`src/design/olucs_pkg.sv`:
```
// package for the octal line unit control/status register bank
// constants shared by the bank and its per-channel event module
package olucs_pkg;

  localparam int NCH = 8;

  // register offsets on the host interface
  localparam logic [7:0] DF_STATE_ADDR   = 8'h05;
  localparam logic [7:0] DF_IRQ_EN_ADDR  = 8'h07;
  localparam logic [7:0] DF_EVENT_ADDR   = 8'h09;
  localparam logic [7:0] SOFT_RESET_ADDR = 8'h0A;
  localparam logic [7:0] PERF_MON_ADDR   = 8'h0B;
  localparam logic [7:0] DIG_LOOP_ADDR   = 8'h0C;
  localparam logic [7:0] LOSS_CRIT_ADDR  = 8'h0D;
  localparam logic [7:0] AUTO_ONES_ADDR  = 8'h0E;
  localparam logic [7:0] GLOBAL_CFG_ADDR = 8'h0F;
  localparam logic [7:0] TX_TRI_ADDR     = 8'h12;
  localparam logic [7:0] AIS_STATE_ADDR  = 8'h13;
  localparam logic [7:0] AIS_IRQ_EN_ADDR = 8'h14;
  localparam logic [7:0] AIS_EVENT_ADDR  = 8'h15;

  // values after reset
  localparam logic [7:0] SOFT_RESET_RST = 8'hFF;
  localparam logic [7:0] REG_RST        = 8'h00;

  // field positions
  localparam int MC_LSB        = 0;
  localparam int MC_W          = 4;
  localparam int GCF_ALARM_INS = 6;
  localparam int GCF_SC_BYPASS = 5;
  localparam int GCF_CODE      = 4;
  localparam int GCF_JA_DEPTH  = 3;
  localparam int GCF_JA_BW     = 2;
  localparam int GCF_JA_PATH   = 0;

  // monitor select and jitter path codes
  localparam logic [3:0] MC_NONE_RX = 4'h0;
  localparam logic [3:0] MC_NONE_TX = 4'h8;
  localparam logic [1:0] JA_PATH_TX = 2'h1;
  localparam logic [1:0] JA_PATH_RX = 2'h3;

  // software reset pulse length
  localparam int CLK_MHZ         = 50;
  localparam int SOFT_RESET_NS   = 1000;
  localparam int SOFT_RESET_CYC  = (SOFT_RESET_NS * CLK_MHZ + 999) / 1000;

  typedef enum logic [1:0] {
    OLUCS_JA_OFF,
    OLUCS_JA_TX,
    OLUCS_JA_RX
  } olucs_ja_path_t;

endpackage

```
`src/design/olucs_event_if.sv`:
```
// bundle between the register bank and one event-status group
// one clock domain; clear comes from a host read of the status register or from a software reset
`timescale 1ns/1ns
interface olucs_event_if;
  logic [7:0] state;
  logic [7:0] irq_enable;
  logic       read_clear;
  logic       sw_clear;
  logic [7:0] event_flags;

  modport bank (
    output state,
    output irq_enable,
    output read_clear,
    output sw_clear,
    input  event_flags
  );
  modport evt (
    input  state,
    input  irq_enable,
    input  read_clear,
    input  sw_clear,
    output event_flags
  );
endinterface

```
`src/design/olucs_event.sv`:
```
// sticky per-channel change detector with mask and read-to-clear
// assumes the state inputs are synchronous to clk_i
`timescale 1ns/1ns
module olucs_event
  import olucs_pkg::*;
(
  // clock and reset
  input  wire logic  clk_i,
  input  wire logic  reset_n_i,
  // bank side
  olucs_event_if.evt ev
);

  logic [7:0] prev_reg;
  logic [7:0] flags_reg;
  logic [7:0] change;
  logic [7:0] flags_next;

  // any transition, gated by the mask bit of the same channel
  assign change = (ev.state ^ prev_reg) & ev.irq_enable;
  // a change in a read-clear cycle survives the clear; a sw clear drops it
  assign flags_next = change | ((ev.read_clear || ev.sw_clear) ?
                                REG_RST : flags_reg);

  always_ff @(posedge clk_i or negedge reset_n_i)
  begin
    if (!reset_n_i)
    begin
      prev_reg  <= REG_RST;
      flags_reg <= REG_RST;
    end
    else
    begin
      prev_reg  <= ev.state;
      flags_reg <= ev.sw_clear ? REG_RST : flags_next;
    end
  end

  assign ev.event_flags = flags_reg;

endmodule

```
`src/design/olucs_regs.sv`:
```
// control/status register bank, offsets 05H..15H of the primary bank
// host port: one-cycle read/write strobes with byte address, data in clk_i
`timescale 1ns/1ns
module olucs_regs
  import olucs_pkg::*;
(
  // clock and reset
  input  wire logic       clk_i,
  input  wire logic       reset_n_i,
  // host register port
  input  wire logic [7:0] host_addr_i,
  input  wire logic       host_wr_i,
  input  wire logic       host_rd_i,
  input  wire logic [7:0] host_wdata_i,
  output logic      [7:0] host_rdata_o,
  // channel status from the line datapaths
  input  wire logic [7:0] driver_fault_state_i,
  input  wire logic [7:0] alarm_signal_state_i,
  input  wire logic [7:0] loss_of_signal_i,
  // per-channel controls
  output logic      [7:0] digital_loop_enable_o,
  output logic      [7:0] loss_alarm_criteria_o,
  output logic      [7:0] all_ones_transmit_o,
  output logic      [7:0] alarm_insert_o,
  output logic      [7:0] tx_driver_highz_o,
  // global controls
  output logic            short_protect_on_o,
  output logic            code_ami_o,
  output logic            jitter_depth_64_o,
  output logic            jitter_bw_high_o,
  output logic            jitter_in_tx_o,
  output logic            jitter_in_rx_o,
  // monitor selection
  output logic            monitor_active_o,
  output logic            monitor_tx_o,
  output logic      [2:0] monitor_channel_o,
  // driver-fault and alarm event flags
  output logic      [7:0] driver_fault_event_o,
  output logic      [7:0] alarm_signal_event_o,
  // software reset in progress
  output logic            soft_reset_busy_o
);

  localparam logic [5:0] SR_LOAD = 6'(SOFT_RESET_CYC);

  logic [7:0] perf_monitor_config_reg;
  logic [7:0] digital_loop_enable_reg;
  logic [7:0] loss_alarm_criteria_reg;
  logic [7:0] auto_all_ones_on_loss_reg;
  logic [7:0] global_config_reg;
  logic [7:0] tx_tristate_reg;
  logic [7:0] alarm_signal_irq_enable_reg;
  logic [7:0] driver_fault_irq_enable_reg;
  logic [7:0] soft_reset_trigger_reg;
  logic [5:0] sr_count_reg;
  logic [7:0] rdata_reg;
  logic [7:0] rdata_next;

  wire        sw_reset;
  wire        sel_sr;
  wire        wr_en;
  wire [3:0]  mc;
  wire [1:0]  ja_path;
  olucs_ja_path_t ja_mode;

  olucs_event_if df_if ();
  olucs_event_if ais_if ();

  // register writes are ignored while the reset cycle runs
  assign sw_reset = (sr_count_reg != 6'h00);
  assign wr_en    = host_wr_i && !sw_reset;
  assign sel_sr   = wr_en && (host_addr_i == SOFT_RESET_ADDR);

  // software reset counter: loads on a trigger write made while no reset cycle runs
  always_ff @(posedge clk_i or negedge reset_n_i)
  begin
    if (!reset_n_i)
      sr_count_reg <= 6'h00;
    else if (sel_sr)
      sr_count_reg <= SR_LOAD;
    else if (sw_reset)
      sr_count_reg <= sr_count_reg - 6'h01;
  end

  // trigger register content never follows the write data
  always_ff @(posedge clk_i or negedge reset_n_i)
  begin
    if (!reset_n_i)
      soft_reset_trigger_reg <= SOFT_RESET_RST;
    else
      soft_reset_trigger_reg <= SOFT_RESET_RST;
  end

  function automatic logic [7:0] wr_field(
    input logic [7:0] cur,
    input logic [7:0] addr
  );
    wr_field = (wr_en && host_addr_i == addr) ? host_wdata_i : cur;
  endfunction

  // configuration registers; sw reset returns them to defaults
  always_ff @(posedge clk_i or negedge reset_n_i)
  begin
    if (!reset_n_i)
    begin
      perf_monitor_config_reg     <= REG_RST;
      digital_loop_enable_reg     <= REG_RST;
      loss_alarm_criteria_reg     <= REG_RST;
      auto_all_ones_on_loss_reg   <= REG_RST;
      global_config_reg           <= REG_RST;
      tx_tristate_reg             <= REG_RST;
      alarm_signal_irq_enable_reg <= REG_RST;
      driver_fault_irq_enable_reg <= REG_RST;
    end
    else if (sw_reset)
    begin
      perf_monitor_config_reg     <= REG_RST;
      digital_loop_enable_reg     <= REG_RST;
      loss_alarm_criteria_reg     <= REG_RST;
      auto_all_ones_on_loss_reg   <= REG_RST;
      global_config_reg           <= REG_RST;
      tx_tristate_reg             <= REG_RST;
      alarm_signal_irq_enable_reg <= REG_RST;
      driver_fault_irq_enable_reg <= REG_RST;
    end
    else
    begin
      // reserved bits are stored as written; host keeps them zero
      perf_monitor_config_reg <=
        wr_field(perf_monitor_config_reg, PERF_MON_ADDR);
      digital_loop_enable_reg <=
        wr_field(digital_loop_enable_reg, DIG_LOOP_ADDR);
      loss_alarm_criteria_reg <=
        wr_field(loss_alarm_criteria_reg, LOSS_CRIT_ADDR);
      auto_all_ones_on_loss_reg <=
        wr_field(auto_all_ones_on_loss_reg, AUTO_ONES_ADDR);
      global_config_reg <=
        wr_field(global_config_reg, GLOBAL_CFG_ADDR);
      tx_tristate_reg <= wr_field(tx_tristate_reg, TX_TRI_ADDR);
      alarm_signal_irq_enable_reg <=
        wr_field(alarm_signal_irq_enable_reg, AIS_IRQ_EN_ADDR);
      driver_fault_irq_enable_reg <=
        wr_field(driver_fault_irq_enable_reg, DF_IRQ_EN_ADDR);
    end
  end

  // event groups: status read clears, sw reset clears
  assign df_if.state       = driver_fault_state_i;
  assign df_if.irq_enable  = driver_fault_irq_enable_reg;
  assign df_if.read_clear  =
    host_rd_i && (host_addr_i == DF_STATE_ADDR);
  assign df_if.sw_clear    = sw_reset;
  assign ais_if.state      = alarm_signal_state_i;
  assign ais_if.irq_enable = alarm_signal_irq_enable_reg;
  assign ais_if.read_clear =
    host_rd_i && (host_addr_i == AIS_STATE_ADDR);
  assign ais_if.sw_clear   = sw_reset;

  olucs_event u_df_event (
    .clk_i     (clk_i),
    .reset_n_i (reset_n_i),
    .ev        (df_if.evt)
  );

  olucs_event u_ais_event (
    .clk_i     (clk_i),
    .reset_n_i (reset_n_i),
    .ev        (ais_if.evt)
  );

  // read mux; unmapped and write-only offsets read as zero
  always_comb
  begin
    unique case (host_addr_i)
      DF_STATE_ADDR:   rdata_next = driver_fault_state_i;
      DF_IRQ_EN_ADDR:  rdata_next = driver_fault_irq_enable_reg;
      DF_EVENT_ADDR:   rdata_next = df_if.event_flags;
      PERF_MON_ADDR:   rdata_next = perf_monitor_config_reg;
      DIG_LOOP_ADDR:   rdata_next = digital_loop_enable_reg;
      LOSS_CRIT_ADDR:  rdata_next = loss_alarm_criteria_reg;
      AUTO_ONES_ADDR:  rdata_next = auto_all_ones_on_loss_reg;
      GLOBAL_CFG_ADDR: rdata_next = global_config_reg;
      TX_TRI_ADDR:     rdata_next = tx_tristate_reg;
      AIS_STATE_ADDR:  rdata_next = alarm_signal_state_i;
      AIS_IRQ_EN_ADDR: rdata_next = alarm_signal_irq_enable_reg;
      AIS_EVENT_ADDR:  rdata_next = ais_if.event_flags;
      default:         rdata_next = REG_RST;
    endcase
  end

  always_ff @(posedge clk_i or negedge reset_n_i)
  begin
    if (!reset_n_i)
      rdata_reg <= REG_RST;
    else if (host_rd_i)
      rdata_reg <= rdata_next;
  end

  assign host_rdata_o = rdata_reg;

  // per-channel controls, bit n drives channel n
  assign digital_loop_enable_o = digital_loop_enable_reg;
  assign loss_alarm_criteria_o = loss_alarm_criteria_reg;
  assign all_ones_transmit_o   =
    auto_all_ones_on_loss_reg & loss_of_signal_i;
  assign alarm_insert_o        =
    {NCH{global_config_reg[GCF_ALARM_INS]}} & loss_of_signal_i;
  assign tx_driver_highz_o     = tx_tristate_reg;

  // global controls
  assign short_protect_on_o = !global_config_reg[GCF_SC_BYPASS];
  assign code_ami_o         = global_config_reg[GCF_CODE];
  assign jitter_depth_64_o  = global_config_reg[GCF_JA_DEPTH];
  assign jitter_bw_high_o   = global_config_reg[GCF_JA_BW];

  assign ja_path = global_config_reg[GCF_JA_PATH +: 2];
  always_comb
  begin
    unique case (ja_path)
      JA_PATH_TX: ja_mode = OLUCS_JA_TX;
      JA_PATH_RX: ja_mode = OLUCS_JA_RX;
      default:    ja_mode = OLUCS_JA_OFF;
    endcase
  end
  assign jitter_in_tx_o = (ja_mode == OLUCS_JA_TX);
  assign jitter_in_rx_o = (ja_mode == OLUCS_JA_RX);

  // monitor decode: 0 and 8 mean none, low 3 bits pick channel
  assign mc = perf_monitor_config_reg[MC_LSB +: MC_W];
  assign monitor_active_o  =
    (mc != MC_NONE_RX) && (mc != MC_NONE_TX);
  assign monitor_tx_o      = mc[3];
  assign monitor_channel_o = mc[2:0];

  assign driver_fault_event_o = df_if.event_flags;
  assign alarm_signal_event_o = ais_if.event_flags;
  assign soft_reset_busy_o    = sw_reset;

  // trigger content is not readable; kept only to hold its value
  wire unused_sr = ^soft_reset_trigger_reg;

endmodule

```
`config.mk`:
```
export PLATFORM = sky130hd
export DESIGN_NAME = olucs_regs
export DESIGN_NICKNAME = d
export VERILOG_FILES = /design/src/design/olucs_pkg.sv /design/src/design/olucs_event_if.sv /design/src/design/olucs_event.sv /design/src/design/olucs_regs.sv
export SDC_FILE = /design/constraint.sdc
export NUM_CORES = 1
export LEC_CHECK = 0
export BUFFER_PORTS_ARGS = -buffer_cell sky130_fd_sc_hd__buf_2
export CAP_MARGIN = 20
export CORE_ASPECT_RATIO = 0.7
export CORE_MARGIN = 3
export CORE_UTILIZATION = 55
export CTS_BUF_LIST = sky130_fd_sc_hd__clkbuf_16
export CTS_CLUSTER_SIZE = 20
export DETAILED_ROUTE_END_ITERATION = 6
export GPL_ROUTABILITY_DRIVEN = 0
export PLACE_DENSITY = 0.91
export SYNTH_ARGS = -nofsm -noshare
export SYNTH_HDL_FRONTEND = slang
export SYNTH_SLANG_ARGS = --single-unit
```
`constraint.sdc`:
```
create_clock -name clk_i -period 2.1 [get_ports clk_i]
set_input_delay 0.21 -clock clk_i [delete_from_list [all_inputs] [get_ports clk_i]]
set_output_delay 0.21 -clock clk_i [all_outputs]
set_load 0.01 [all_outputs]
```
Word level (Yosys, flattened, before mapping)
Cells that the tools add are included.

Register bits: 110. Bits of input ports: 44. Output and inout bits: 76.

$add $sub $neg: 1. Equality and inequality tests: 18. Muxes and demuxes: 24. Bitwise operators: 8. Reduce and logical (&&, ||, !) cells: 28.

Operator list (number): two-way mux 8 bit (20); case mux 8 bit (12 select lines) (1); equality test 8 x 4 -> 1 bit (second input constant) (7); AND 8 bit (4); equality test 8 x 5 -> 1 bit (second input constant) (4); nonzero test 2 bit (9); equality test 8 x 3 -> 1 bit (second input constant) (2); bitwise OR 8 bit (2); XOR 8 bit (2); logical AND 1 bit (13); two-way mux 6 bit (2); nonzero test 6 bit (1); subtractor 6 x 1 -> 6 bit (second input constant) (1); equality test 2 x 1 -> 1 bit (second input constant) (2); equality test 2 bit (second input constant) (2); inequality test 4 bit (second input constant) (1); case mux 2 bit (2 select lines) (1); nonzero test 4 bit (1); zero test 1 bit (2); logical OR 1 bit (2).

Depth between registers and ports, before layout
Word-level depth: 6. Depth in mapped cells: 9. Gate-level depth less buffers: 8.

By module
From an unflattened synthesis, not the netlist that was laid out.

Cell total of the unflattened synthesis: 527. Area, all modules: 5614.1 µm².

By module, submodules not included: olucs_regs (instances 1, cells an instance 459, area each 4483.0 µm², seq. area each 1951.9 µm²); olucs_event (instances 2, cells an instance 34, area each 565.5 µm², seq. area each 400.4 µm²).

Least setup slack after synthesis
OpenSTA, ideal clock, no wires.

Path kind: flip-flop to flip-flop. Start point: reg sr_count_reg[0]. End point: reg alarm_signal_irq_enable_reg[0], in the netlist ais_if.irq_enable[0]. Arrival time: 1.741 ns. Setup slack: 0.287 ns. Stages on the path, launching flop included: 9. Buffers on the path: 2. Cell sequence: dfrtp_1 -> inv_1 -> ha_1 -> nand2b_1 -> nor4_1 -> inv_1 -> clkbuf_1 -> buf_1 -> nor2_1.

Word-level cells in the longest chain between the ends: 5. Elaborated cells between the ends (all ways): 6.

Ends and longest elaborated chain: start, declared (RTL line olucs_regs.sv:55) `logic [5:0] sr_count_reg;`; start signal, assigned (RTL line olucs_regs.sv:82) `sr_count_reg <= sr_count_reg - 6'h01;`; nonzero test 6 bit * (RTL line olucs_regs.sv:70) `assign sw_reset = (sr_count_reg != 6'h00);`; zero test 1 bit (RTL line olucs_regs.sv:71) `assign wr_en = host_wr_i && !sw_reset;`; logical AND 1 bit (RTL line olucs_regs.sv:71); logical AND 1 bit (RTL line olucs_regs.sv:98) `wr_field = (wr_en && host_addr_i == addr) ? host_wdata_i : cur;`; nonzero test 2 bit (no source line); end signal, assigned (RTL line olucs_regs.sv:140) `alarm_signal_irq_enable_reg <=`; end, declared (RTL line olucs_regs.sv:52) `logic [7:0] alarm_signal_irq_enable_reg;`.

Mark *: on every way between the ends. The rest lies on a longest branch, timed or not. A chain may end at the register's enable or synchronous reset.

Final worst setup path
Start point: reg sr_count_reg[0]. End point: out soft_reset_busy_o.

Word-level cells in the longest chain between the ends: 1.

Ends and longest elaborated chain: nonzero test 6 bit (RTL line olucs_regs.sv:70); end, declared (RTL line olucs_regs.sv:41) `output logic soft_reset_busy_o`.

Every way passes these cells.

==> flow_summary.yaml <==
placed_design:
  dpl.hpwl_mm: 11.6
  dp.cells: 752
  portBuffers: 119
  place_area_sq_um: 6410
setup_path:
  rr_worst_depth: 5
  cp_num_buf_inv: 4
  startpoint_type: "flop"
  slowest_delay_ps: 420
  timing.rr.start: "global_config_reg[1]$_DFFE_PN0P_"
  startpoint: "sr_count_reg[0]$_DFFE_PN0P_"
  r2r_setup_slack_ps: 290
  critical-path-top-delay-family: "buffers and inverters"
  cp_cell_sequence: "inv_1, ha_1, nand2b_1, nor4_1, buf_4, inv_2, buf_2"
  cp.required_ps: 1890
  arrival_ps: 1720
  path_max_fanout: 6
  crit_path_end: "soft_reset_busy_o"
  slowest_stage: "dfrtp_1"
  end_kind: "output port"
  critPathKind: "flop to output port"
  r2r_end: "host_rdata_o[1]$_DFFE_PN0P_"
  cp.depth: 7
timing:
  worst_clock_skew_ps: 5.40
  finalMaxSlewViolations: 0
  setup_tns_ps: 0
  worstMarginPinSlew_ps: 624
  fin_crit_ps: 1930
  hold_ws_ps: 14.3
  hold_violations: 0
  finalSetupViolations: 0
  finalCritPeriodShare_pct: 91.7
  slew_headroom_pct: 57.9
  clock.fmax_mhz: 519
  rsz0062_at_grt: "false"
clock_tree:
  clk_latency_ps: 360
  clkTransAtPathRegs_ps: 70
  cts_tree: "done"
  cts_root_buf: "clkbuf_16"
  cts_resized: 0
  cts-htree-levels: 3
  cts_sinks: 110
  ctsHoldBuffers: 8
  cts_setup_buffers: 0
  numCtsBuffers: 9
  clockBufferDepth: 2
final_layout:
  final_layout_size_suffix_gt1_share_pct: 27.9
  n_antenna_cell: 0
  finalInstanceArea_sq_um: 6800
  stdcell_count: 777
  fin_nets: 690
  area_growth_pct: 21.7
  nFillCells: 715
floorplanning:
  row_count: 30
  die-area_sq_um: 11400
  initial_core_util_pct: 57.1
  die_w_um: 127
  core_area_sq_um: 9800
  fp.dieH_um: 90.4
  pin_count: 120
yosys:
  synth_top_area_share_pct: 49.2
  synth_area_per_cell_sq_um: 10.7
  synth_common_cells: "dfrtp_1 (110), nor2_1 (89), mux2i_1 (86), a22oi_1 (25), clkbuf_1 (22)"
  synth.yosys.seq_area_share_pct: 49.2
  ys.flop_type: "dfrtp_1"
  ys.warnings.count: 0
  synth-async-reset-ratio_pct: 100
  yosysMostFrequentCell: "dfrtp_1"
  synth_area_leader_cell: "dfrtp_1"
  synthCells: 522
  synthesis.area_sq_um: 5590
  syn_nets: 568
  yosys-top-cells-area: "dfrtp_1 (49%), mux2i_1 (15%), nor2_1 (6.0%)"
  ys_ff_latch: 110
  ys_types: 50
  synth_edf_count: 0
run:
  drv_cap: 0
power_and_ir_drop:
  leakagePower_nw: 3.24
  p_per_area_nw_per_um2: 614
  total_power_mw: 4.17
  peakVddDrop_v: 0.000495
global_route:
  grt.total_usage_pct: 28.1
  grt_start_max_net_pins: 52
  gr-total-overflow: 0
  first_global_vias: 4656
  grt_first_pass_wirelength_mm: 25.3
  antenna_found_initial: 0
routing:
  vias: 4741
  drt-pass1-iter-count: 7
  drtIter0Drc: 433
  drcViolationCount: 0
  viasPerCell: 6.10
  wl_per_cell_um: 20.2
  final_antenna_net_count: 0
  wirelength_mm: 15.7
run_status:
  outcome: "finished, final reports clean"
worst_hold_path:
  hold_class: "primary input to flop"
[how the worst min path moves through the flow]
stage                            startpoint                                       to  slack, ps  cells past startpoint
detailed placement                reset_n_i  u_ais_event.ev.event_flags[1]$_DFF_PN0_        190                      1
CTS                 driver_fault_state_i[3]         u_df_event.prev_reg[3]$_DFF_PN0_          2                      1
floorplan                         reset_n_i         ais_if.irq_enable[0]$_DFFE_PN0P_        -90                      0
global route        driver_fault_state_i[5]         u_df_event.prev_reg[5]$_DFF_PN0_          4                      1
finish              driver_fault_state_i[7]         u_df_event.prev_reg[7]$_DFF_PN0_         10                      1
global placement                  reset_n_i  u_ais_event.ev.event_flags[4]$_DFF_PN0_        180                      1
[through the flow]
step	setup WS (ps)	util, %
after global placement	158	65.5
after floorplan	287	-
final	174	69.4
after detailed placement	122	65.5
after global routing	75.3	69.4
after CTS	185	69.3
[layer usage]
layer,GRT usage (%),wire length [um]
met3,9.04,1830
met4,6.79,249
met5,0,0
met2,40.4,6840
met1,41.4,6790
[cells in the final DEF (no fill, tap or decap), drive strengths merged, types with 6 or more instances in the layout]
master         n
dfrtp        110
nor4           8
mux2i         86
nor2          90
nor3           8
nand4          6
nand3          9
dlygate4sd3    9
xor2          18
nand2         14
mux2          12
and2          18
inv           11
a22oi         25
buf          143
clkbuf         9
[kinds of logic after synthesis]
group	after synthesis	synth area share, %
buf+inv	50	4.01
simple gates	177	16.1
compound gates	64	8.64
flops	110	49.2
xor+xnor	18	2.82
fa+ha+maj	3	0.626
mux	100	18.6
[final cells by class]
cell class                 count  area, sq um  share of cell area, %
sequential                   110         2750                   40.5
clock inverter                 7         72.6                   1.07
clock buffer                   9          225                   3.31
tap                          128          160                   2.35
multi-input combinational    362         2620                   38.4
inverter                       9         33.8                  0.497
timing repair buffer         152          943                   13.9
[power breakdown]
group / switching [mW] / internal, mW / total (mW)
Combinational: 0.196 / 0.114 / 0.309
Sequential: 0.00694 / 2.13 / 2.14
Clock: 0.794 / 0.932 / 1.73
Total: 0.996 / 3.18 / 4.17
No activity file was read; power rests on OpenSTA's default activity.
